File: src/include/spp_pkg.sv
// Constants, register indices and types for the shared-pin parallel port.
// Assumes a classic Wishbone slave with 32-bit data and word-aligned registers.
// Overview of operation
// - Per pin, a mux pair picks peripheral or port for output data and enable.
// - Port's own driven output never reaches the input of a sharing peripheral.
// - Driving peripheral disables the port driver; pin level stays readable.
// - Enabled but idle peripheral leaves the pin to port direction and latch.
// - Direction bit one means input, zero means output.
// - Reset sets every implemented direction bit, so all pins are inputs.
// - Latch register reads return latch contents; writes update the latch.
// - Pin level register reads return pins; writes update the output latch.
// - Bits absent on a variant read zero in latch, direction and pin reads.
// - Latch and pin synchroniser contents reset to zero; open-drain resets to zero.
// - Unimplemented bit positions ignore writes and read back as zero.
// - Pin shared only with an input function behaves as a dedicated port pin.
package spp_pkg;

  // ==========================================================================
  // Geometry
  localparam int SPP_PORTS = 3;
  localparam int SPP_W     = 16;
  localparam int SPP_AW    = 16;
  localparam int PORT_D    = 0;
  localparam int PORT_E    = 1;
  localparam int PORT_F    = 2;

  // ==========================================================================
  // Register indices, byte address is four times the index
  localparam logic [13:0] IDX_NONE = 14'h0000;
  localparam logic [SPP_PORTS-1:0][13:0] IDX_DIR = {14'h02de, 14'h02d8, 14'h02d2};
  localparam logic [SPP_PORTS-1:0][13:0] IDX_PIN = {14'h02e0, 14'h02da, 14'h02d4};
  localparam logic [SPP_PORTS-1:0][13:0] IDX_LAT = {14'h02e2, 14'h02dc, 14'h02d6};
  localparam logic [SPP_PORTS-1:0][13:0] IDX_ODC = {14'h06de, IDX_NONE, 14'h06d2};
  localparam logic [SPP_PORTS-1:0]       ODC_VALID = 3'b101;

  // ==========================================================================
  // Implemented bits and reset values
  localparam logic [SPP_PORTS-1:0][15:0] PORT_MASK = {16'h31ff, 16'h00ff, 16'hffff};
  localparam logic [SPP_PORTS-1:0][15:0] DIR_RST   = {16'h31ff, 16'h00ff, 16'hffff};
  localparam logic [15:0]                LAT_RST   = 16'h0000;
  localparam logic [15:0]                ODC_RST   = 16'h0000;

  // ==========================================================================
  // Bus handshake states
  typedef enum logic {
    SPP_IDLE = 1'b0,
    SPP_ACK  = 1'b1
  } spp_bus_t;

endpackage

File: src/logic/spp_sync2.sv
// Two-flop synchroniser for a vector of pin inputs.
// Assumes each bit is an independent level from outside the mclk domain.
`timescale 1ns/10ps
module spp_sync2 #(
  parameter int W = 16
) (
  input  wire logic         mclk,
  input  wire logic         sys_rst,
  input  wire logic [W-1:0] din,
  output logic      [W-1:0] dout
);

  logic [W-1:0] meta_q;

  // ==========================================================================
  // First stage feeds only the second
  always_ff @(posedge mclk) begin
    if (sys_rst) begin
      meta_q <= '0;
      dout   <= '0;
    end else begin
      meta_q <= din;
      dout   <= meta_q;
    end
  end

endmodule // spp_sync2

File: src/logic/spp_pin_mux.sv
// Ownership multiplexer, open-drain control and loop-through block for one port.
// Assumes pinSync is already synchronised to mclk.
`timescale 1ns/10ps
module spp_pin_mux #(
  parameter int          W    = 16,
  parameter logic [15:0] MASK = 16'hffff
) (
  input  wire logic [W-1:0] dirBits,
  input  wire logic [W-1:0] latBits,
  input  wire logic [W-1:0] odBits,
  input  wire logic [W-1:0] perOwn,
  input  wire logic [W-1:0] perData,
  input  wire logic [W-1:0] perOe,
  input  wire logic [W-1:0] pinSync,
  output logic      [W-1:0] pinOut,
  output logic      [W-1:0] pinOe,
  output logic      [W-1:0] perIn
);

  logic [W-1:0] portOe;
  logic [W-1:0] portOut;

  // ==========================================================================
  // Port driver
  assign portOe  = ~dirBits & ~(odBits & latBits);
  assign portOut = latBits & ~odBits;

  // ==========================================================================
  // Ownership mux pair
  assign pinOe  = MASK[W-1:0] & ((perOwn & perOe) | (~perOwn & portOe));
  assign pinOut = MASK[W-1:0] & ((perOwn & perData) | (~perOwn & portOut));

  // ==========================================================================
  // Peripheral input, blanked while the port drives the pin
  assign perIn = MASK[W-1:0] & pinSync & ~(~perOwn & portOe);

endmodule // spp_pin_mux

File: src/logic/spp_parallel_port.sv
// Shared-pin parallel port: three ports with direction and latch, open drain on ports D and F only.
// Assumes a classic Wishbone master and pins that are asynchronous to mclk.
//
// Implementation choice: the Wishbone interface to the registers.
`timescale 1ns/10ps
module spp_parallel_port
  import spp_pkg::*;
(
  input  wire logic                          mclk,
  input  wire logic                          sys_rst,
  input  wire logic [SPP_AW-1:0]             wb_adr_i,
  input  wire logic [31:0]                   wb_dat_i,
  input  wire logic [3:0]                    wb_sel_i,
  input  wire logic                          wb_we_i,
  input  wire logic                          wb_cyc_i,
  input  wire logic                          wb_stb_i,
  output logic      [31:0]                   wb_dat_o,
  output logic                               wb_ack_o,
  input  wire logic [SPP_PORTS-1:0][SPP_W-1:0] pinIn,
  output logic      [SPP_PORTS-1:0][SPP_W-1:0] pinOut,
  output logic      [SPP_PORTS-1:0][SPP_W-1:0] pinOe,
  input  wire logic [SPP_PORTS-1:0][SPP_W-1:0] perOwn,
  input  wire logic [SPP_PORTS-1:0][SPP_W-1:0] perData,
  input  wire logic [SPP_PORTS-1:0][SPP_W-1:0] perOe,
  output logic      [SPP_PORTS-1:0][SPP_W-1:0] perIn
);

  // ==========================================================================
  // Declarations
  spp_bus_t                    bus_q;
  logic [SPP_PORTS-1:0][15:0]  dir_q;
  logic [SPP_PORTS-1:0][15:0]  lat_q;
  logic [SPP_PORTS-1:0][15:0]  od_q;
  logic [SPP_PORTS-1:0][15:0]  pinSync;
  logic [31:0]                 rdat_q;
  logic [15:0]                 rdat_d;
  logic                        busReq;
  logic                        wrTake;

  // ==========================================================================
  // Helpers
  function automatic logic sppHit(input logic [SPP_AW-1:0] adr,
                                  input logic [13:0] idx);
    sppHit = (adr[SPP_AW-1:2] == idx);
  endfunction

  function automatic logic [15:0] sppMerge(input logic [15:0] old,
                                           input logic [31:0] wdat,
                                           input logic [3:0]  sel,
                                           input logic [15:0] mask);
    logic [15:0] merged;
    merged[7:0]  = sel[0] ? wdat[7:0]  : old[7:0];
    merged[15:8] = sel[1] ? wdat[15:8] : old[15:8];
    sppMerge = merged & mask;
  endfunction

  // ==========================================================================
  // Wishbone handshake
  assign busReq = wb_cyc_i && wb_stb_i;
  assign wrTake = (bus_q == SPP_ACK) && busReq && wb_we_i;

  always_ff @(posedge mclk) begin
    if (sys_rst) begin
      bus_q <= SPP_IDLE;
    end else begin
      case (bus_q)
        SPP_IDLE: begin
          if (busReq) begin
            bus_q <= SPP_ACK;
          end
        end
        SPP_ACK: begin
          bus_q <= SPP_IDLE;
        end
        default: begin
          bus_q <= SPP_IDLE;
        end
      endcase
    end
  end

  assign wb_ack_o = (bus_q == SPP_ACK);

  // ==========================================================================
  // Pin synchronisers
  spp_sync2 #(
    .W(SPP_PORTS*SPP_W)
  ) u_sync (
    .mclk    (mclk),
    .sys_rst (sys_rst),
    .din     (pinIn),
    .dout    (pinSync)
  );

  // ==========================================================================
  // Direction registers
  always_ff @(posedge mclk) begin
    if (sys_rst) begin
      dir_q <= DIR_RST;
    end else if (wrTake) begin
      for (int p = 0; p < SPP_PORTS; p++) begin
        if (sppHit(wb_adr_i, IDX_DIR[p])) begin
          dir_q[p] <= sppMerge(dir_q[p], wb_dat_i, wb_sel_i, PORT_MASK[p]);
        end
      end
    end
  end

  // ==========================================================================
  // Output latches, written through the latch or the pin level address
  always_ff @(posedge mclk) begin
    if (sys_rst) begin
      for (int p = 0; p < SPP_PORTS; p++) begin
        lat_q[p] <= LAT_RST;
      end
    end else if (wrTake) begin
      for (int p = 0; p < SPP_PORTS; p++) begin
        if (sppHit(wb_adr_i, IDX_LAT[p]) || sppHit(wb_adr_i, IDX_PIN[p])) begin
          lat_q[p] <= sppMerge(lat_q[p], wb_dat_i, wb_sel_i, PORT_MASK[p]);
        end
      end
    end
  end

  // ==========================================================================
  // Open-drain select registers
  always_ff @(posedge mclk) begin
    if (sys_rst) begin
      for (int p = 0; p < SPP_PORTS; p++) begin
        od_q[p] <= ODC_RST;
      end
    end else if (wrTake) begin
      for (int p = 0; p < SPP_PORTS; p++) begin
        if (ODC_VALID[p] && sppHit(wb_adr_i, IDX_ODC[p])) begin
          od_q[p] <= sppMerge(od_q[p], wb_dat_i, wb_sel_i, PORT_MASK[p]);
        end
      end
    end
  end

  // ==========================================================================
  // Read path
  always_comb begin
    rdat_d = 16'h0000;
    for (int p = 0; p < SPP_PORTS; p++) begin
      if (sppHit(wb_adr_i, IDX_DIR[p])) begin
        rdat_d = dir_q[p] & PORT_MASK[p];
      end
      if (sppHit(wb_adr_i, IDX_PIN[p])) begin
        rdat_d = pinSync[p] & PORT_MASK[p];
      end
      if (sppHit(wb_adr_i, IDX_LAT[p])) begin
        rdat_d = lat_q[p] & PORT_MASK[p];
      end
      if (ODC_VALID[p] && sppHit(wb_adr_i, IDX_ODC[p])) begin
        rdat_d = od_q[p] & PORT_MASK[p];
      end
    end
  end

  always_ff @(posedge mclk) begin
    if (sys_rst) begin
      rdat_q <= 32'h0000_0000;
    end else if ((bus_q == SPP_IDLE) && busReq) begin
      rdat_q <= {16'h0000, rdat_d};
    end
  end

  assign wb_dat_o = rdat_q;

  // ==========================================================================
  // Per-port ownership muxes
  for (genvar g = 0; g < SPP_PORTS; g++) begin : g_port
    spp_pin_mux #(
      .W    (SPP_W),
      .MASK (PORT_MASK[g])
    ) u_mux (
      .dirBits (dir_q[g]),
      .latBits (lat_q[g]),
      .odBits  (od_q[g]),
      .perOwn  (perOwn[g]),
      .perData (perData[g]),
      .perOe   (perOe[g]),
      .pinSync (pinSync[g]),
      .pinOut  (pinOut[g]),
      .pinOe   (pinOe[g]),
      .perIn   (perIn[g])
    );
  end
endmodule // spp_parallel_port

File: config.mk
export PLATFORM = sky130hd
export DESIGN_NAME = spp_parallel_port
export DESIGN_NICKNAME = d
export VERILOG_FILES = /design/src/include/spp_pkg.sv /design/src/logic/spp_sync2.sv /design/src/logic/spp_pin_mux.sv /design/src/logic/spp_parallel_port.sv
export SDC_FILE = /design/constraint.sdc
export NUM_CORES = 1
export LEC_CHECK = 0
export ABC_CLOCK_PERIOD_IN_PS = 2500
export BUFFER_PORTS_ARGS = -buffer_cell sky130_fd_sc_hd__buf_2
export CORE_AREA = 2 2 163 165
export CTS_BUF_LIST = sky130_fd_sc_hd__clkbuf_8 sky130_fd_sc_hd__clkbuf_16
export CTS_CLUSTER_DIAMETER = 100
export DETAILED_ROUTE_END_ITERATION = 6
export DIE_AREA = 0 0 165 167
export PLACE_DENSITY = 0.69
export SYNTH_ARGS = -nofsm -noshare
export SYNTH_HDL_FRONTEND = slang
export SYNTH_SLANG_ARGS = --single-unit
File: constraint.sdc
create_clock -name mclk -period 2.5 [get_ports mclk]
set_input_delay 0.5 -clock mclk [delete_from_list [all_inputs] [get_ports mclk]]
set_output_delay 0.5 -clock mclk [all_outputs]
set_load 0.02 [all_outputs]
### Yosys cells after proc, flatten, opt, wreduce, memory -nomap -nowiden

Index checks and enable logic that the tools add are counted.

| word-level totals | value |
|---|---|
| register bits after elaboration | 206 |
| input bits | 249 |
| output and inout port bits | 177 |

| cells by class | value |
|---|---|
| equal/unequal tests | 11 |
| multiplexer cells | 13 |
| bitwise operators | 41 |
| reductions and logical operators | 21 |

Operators by type and width:

| cell | count |
|---|---|
| bitwise AND 16 bit | 11 |
| two-way mux 16 bit | 11 |
| inverter 16 bit | 10 |
| equality test 14 x 10 -> 1 bit, second input constant | 9 |
| bitwise AND 14 bit | 5 |
| AND reduction 3 bit | 14 |
| bitwise OR 16 bit | 2 |
| equality test 14 x 11 -> 1 bit, second input constant | 2 |
| bitwise OR 14 bit | 2 |
| bitwise AND 8 bit | 3 |
| bitwise AND 14 x 16 -> 16 bit | 1 |
| bitwise AND 8 x 16 -> 16 bit | 1 |
| inverter 14 -> 16 bit | 1 |
| inverter 8 -> 16 bit | 1 |
| bitwise OR 8 bit | 2 |
| inverter 14 bit | 1 |
| logical AND 1 bit | 4 |
| logical OR 1 bit | 3 |
| case mux 1 bit (2 select lines) | 1 |
| two-way mux 1 bit | 1 |
| inverter 1 bit | 1 |

### Depth between registers and ports, before layout

| depth | value |
|---|---|
| depth after elaboration | 12 |
| mapped depth | 10 |
| depth with buffers taken out | 6 |

### Hierarchy

A second synthesis with hierarchy kept.

| second synthesis, totals | value |
|---|---|
| cells, all modules | 1188 |
| area, all modules | 10491.3 sq um |

Modules (own cells, without submodules):

| module | times used | cells each | area an instance (sq um) |
|---|---|---|---|
| spp_parallel_port | 1 | 735 | 6145.9 |
| spp_sync2 | 1 | 202 | 2600.0 |
| spp_pin_mux (g_port[0].u_mux) | 1 | 96 | 660.6 |
| spp_pin_mux (g_port[2].u_mux) | 1 | 82 | 570.5 |
| spp_pin_mux (g_port[1].u_mux) | 1 | 73 | 514.2 |

### Worst setup path after synthesis

OpenSTA, ideal clock, no wires.

| timing path | value |
|---|---|
| path kind | in2reg |
| start | input wb_adr_i[15] |
| end | register od_q[0] (netlist name) |
| library setup time | 0.132 ns |
| arrival time | 2.443 ns |
| path slack | -0.075 ns |
| stages on the path | 10 |
| buffers on the path | 4 |
| cells stage by stage | or4b_1 > buf_2 > or2_0 > buf_2 > or3_1 > buf_6 > or2_1 > buf_2 > nand2_1 > a21oi_1 |

| between the ends | value |
|---|---|
| word-level cells in the longest chain between the ends | 2 |

Ends and longest elaborated chain:

| element | RTL line | text |
|---|---|---|
| start: declaration | spp_parallel_port.sv:11 | `input wire logic [SPP_AW-1:0] wb_adr_i,` |
| equality test 14 x 11 -> 1 bit | spp_parallel_port.sv:44 | `sppHit = (adr[SPP_AW-1:2] == idx);` |
| AND reduction 3 bit (no line) | - |  |
| end signal: indexed assignment | spp_parallel_port.sv:135 | `od_q[p] <= sppMerge(od_q[p], wb_dat_i, wb_sel_i, PORT_MASK[p]);` |
| end: declaration | spp_parallel_port.sv:33 | `logic [SPP_PORTS-1:0][15:0] od_q;` |

No other way between the ends.
A chain may end at the register's enable or synchronous reset.

### Worst setup path in the final report

| timing path | value |
|---|---|
| start | input wb_adr_i[15] |
| end | register rdat_q[6], in the netlist wb_dat_o[6] |

| between the ends | value |
|---|---|
| word-level cells in the longest chain between the ends | 12 |
| elaborated cells on any way between the ends | 22 |
| classes of those cells | eq/ne (11); mux (11) |

Ends and longest elaborated chain:

| element | RTL line | text |
|---|---|---|
| equality test 14 x 10 -> 1 bit | spp_parallel_port.sv:44 |  |
| two-way mux 16 bit | spp_parallel_port.sv:146 | `if (sppHit(wb_adr_i, IDX_DIR[p])) begin` |
| two-way mux 16 bit | spp_parallel_port.sv:149 | `if (sppHit(wb_adr_i, IDX_PIN[p])) begin` |
| two-way mux 16 bit | spp_parallel_port.sv:152 | `if (sppHit(wb_adr_i, IDX_LAT[p])) begin` |
| two-way mux 16 bit | spp_parallel_port.sv:155 | `if (ODC_VALID[p] && sppHit(wb_adr_i, IDX_ODC[p])) begin` |
| two-way mux 16 bit | spp_parallel_port.sv:146 |  |
| two-way mux 16 bit | spp_parallel_port.sv:149 |  |
| two-way mux 16 bit | spp_parallel_port.sv:152 |  |
| two-way mux 16 bit | spp_parallel_port.sv:146 |  |
| two-way mux 16 bit | spp_parallel_port.sv:149 |  |
| two-way mux 16 bit | spp_parallel_port.sv:152 |  |
| two-way mux 16 bit (*) | spp_parallel_port.sv:155 |  |
| end signal: assignment | spp_parallel_port.sv:165 | `rdat_q <= {16'h0000, rdat_d};` |
| end: declaration | spp_parallel_port.sv:35 | `logic [31:0] rdat_q;` |

Every way passes the cells marked *; elsewhere a longest branch is shown, timed or not.

==> metrics.yaml <==
route.vias.total: 8993
p_seq_share_pct: 47.0
setup_viol: 0
syn_area_mm2: 0.00920
rows: 59
power_density_mw_per_mm2: 535
synth-seq-cells: 184
grt_max_degree: 90
hold_start: "pinIn[1]"
nets: 1658
violations: "DRC"
dr.pass1.iters: 7
tritoncts: "built"
max_slew_margin_pct: 36.1
yosys_warnings: 0
place_congestion: 0.883
postSynthAreaPerCell_um2: 8.66
placed_cells: 1725
cap_violations: 0
avgRoutedWirePerCell_um: 17.3
ioPinCount: 426
syn2layout_area_growth_pct: 30.3
internal_power_mw: 4.70
drt_iter0_markers: 665
max_freq_ghz: 0.425
rsz0062_at_grt: "no"
crit_fanout: 8
crit_type: "primary input to register"
netlist_instances: 1062
crit_path_end_kind: "register"
ys.flop_type: "dfxtp_1"
ir_worst_vdd_mv: 0.315
period_share_pct: 94.0
p_clk_share_pct: 41.2
gr-usage-all-layers_pct: 21.5
coreArea_mm2: 0.0258
slowest_delay_ps: 570
ant_nets: 0
fin_cells: 1763
start_util_pct: 35.7
crit_path_frequent_cell: "buf_4"
p_leak_nw: 5.46
synth_common_cells: "dfxtp_1, nor2b_1, nand2_1"
grt_antenna_before_repair: 7
critPathArrivalTime_ps: 2720
grt-ovfl-total: 0
wirelength_um: 30400
startpoint: "wb_adr_i[15]"
cpMaxStageDelayCell: "or4b_4"
yosysTopAreaCellShare_pct: 40.0
status: "finished, violations left"
place_hpwl_um: 23500
worstSetupStartpointType: "primary input"
ctsResizeCount: 0
clockBufferDepth: 2
fin_crit_ps: 2350
grt_first_pass_wirelength_um: 45700
worstMarginPinSlew_ps: 958
crit_chain: "buf_2, or4b_4, or2_0, buf_4, nor3_2, buf_4, a222oi_1, a211oi_1, buf_4, o21a_1"
ctsHoldBuffers: 0
fillers: 2539
die_w_um: 165
combPwrFrac_pct: 11.8
clk_latency_ps: 430
dieArea_mm2: 0.0276
ys_top_cells_by_area: "dfxtp_1, nor2b_1, nand2_1, buf_4, mux2i_1"
hold_class: "primary input to register"
finalHoldViolCount: 0
post_cts_buffers: 0
ys_types: 60
switching_share_pct: 26.7
yosysSeqAreaShare_pct: 40.0
clock_sinks: 184
portBuffers: 298
p_switching_mw: 1.71
skew_ps: 10.7
synth_most_common_cell: "dfxtp_1"
slew_violations: 0
htree_levels: 4
clk_pin_slew_ps: 70
drive_gt1_share_pct: 32.1
cp.required_ps: 2870
cts_made_buffers: 17
r2r-start: "wb_ack_o"
setup-tns-final_ps: 0
dieHeight_um: 167
drc_errors: 1
viasPerCell: 5.10
grt_pass1_vias: 8333
clock_tree.root_cell: "clkbuf_16"
async_flop_share_pct: 0
yosys.area.top_type: "dfxtp_1"
synth_edf_count: 0
[registers in the layout (all words and copies together) (netlist names)]
register / cells
wb_ack_o: 1
u_sync.dout: 35
wb_dat_o: 16
dir_q: 35
u_sync.meta_q: 35
lat_q: 35
od_q: 27
[logic make-up (layout without fill, tap and decap cells)]
family	Yosys count	in the layout	synth area share, %
XOR/XNOR	1	1	0.0952
other	1	61	0.0408
buffers and inverters	110	416	7.26
flip-flops	184	184	40.0
AO/OA/AOI/OAI	275	275	20.9
AND/OR/NAND/NOR	443	443	26.3
multiplexers	48	48	5.33
[cell type report]
type	instances	area [um^2]	area share (%)
Antenna cell	6	15.0	0.125
Multi-Input combinational cell	822	5050	42.2
Tap cell	335	419	3.50
Sequential cell	184	3680	30.7
Timing Repair Buffer	382	2230	18.6
Clock buffer	18	439	3.66
Inverter	2	7.51	0.0626
Clock inverter	14	140	1.17
[path summary, 6_finish.rpt]
kind	slack (ps)	cells after the start	to
hold reg to reg	440	1	u_sync.dout[39]
setup reg to reg	340	5	wb_dat_o[11]
setup / recovery	150	10	wb_dat_o[6]
hold / removal	270	2	u_sync.meta_q[1]
[stage by stage]
stage | setup slack (ps) | util (%) | cell area [um^2] | hold slack (ps) | total power, mW
global placement | -216 | 44.2 | 11400 | 416 | 3.82
global route | 97.7 | 46.5 | 12000 | 259 | 6.67
detailed placement | -233 | 44.2 | 11400 | 421 | 3.83
floorplan | -24.7 | - | 9440 | 414 | 3.55
CTS | 203 | 46.5 | 12000 | 256 | 6.47
finish | 150 | 46.5 | 12000 | 269 | 6.41
[worst max-delay path, delay by kind of cell]
family,cells,cell delay [ps]
AOI/OAI and AO/OA,3,500
buffers and inverters,4,670
and+or+nand+nor,3,1050
[power by group through the flow]
| stage | logic, mW | registers [mW] | clock network [mW] |
|---|---|---|---|
| after floorplan | 0.481 | 3.07 | 0 |
| after global placement | 0.745 | 3.08 | 0 |
| after detailed placement | 0.754 | 3.08 | 0 |
| after CTS | 0.757 | 3.01 | 2.70 |
| after global routing | 0.822 | 3.02 | 2.83 |
| final | 0.758 | 3.01 | 2.64 |
[layer usage]
metal	global-route usage [%]	vias to the layer above	share of wire, %	routed length, um
met4	7.98	2	2.1	630
met5	0	-	0.049	15
met2	32.8	392	45	13700
met1	30.2	4215	46	14000
met3	3.71	44	6.9	2090
li1	-	4340	-	-
[layout by cell type, fill, tap and decap left out, types with 5 or more instances in the layout]
| cell type | instances |
|---|---|
| buf_2 | 297 |
| dfxtp_1 | 184 |
| nor2b_1 | 123 |
| nand2_1 | 117 |
| nor2_1 | 77 |
| o21ai_0 | 76 |
| buf_4 | 76 |
| conb_1 | 55 |
| mux2i_1 | 40 |
| a21o_1 | 39 |
| a211oi_1 | 32 |
| nand2b_1 | 28 |
| a21oi_1 | 27 |
| a211o_1 | 24 |
| clkbuf_16 | 17 |
| o21a_1 | 16 |
| a222oi_1 | 15 |
| nand3b_1 | 13 |
| or2_2 | 10 |
| or3_1 | 10 |
| and2_1 | 9 |
| mux2_2 | 8 |
| nor4_1 | 8 |
| buf_12 | 8 |
| a41oi_1 | 7 |
| diode_2 | 6 |
| nor3_1 | 6 |
| o21ai_1 | 6 |
| nor3_2 | 5 |
| nand4_1 | 5 |
| a22oi_1 | 5 |
Power figures use the tool's default switching activity.
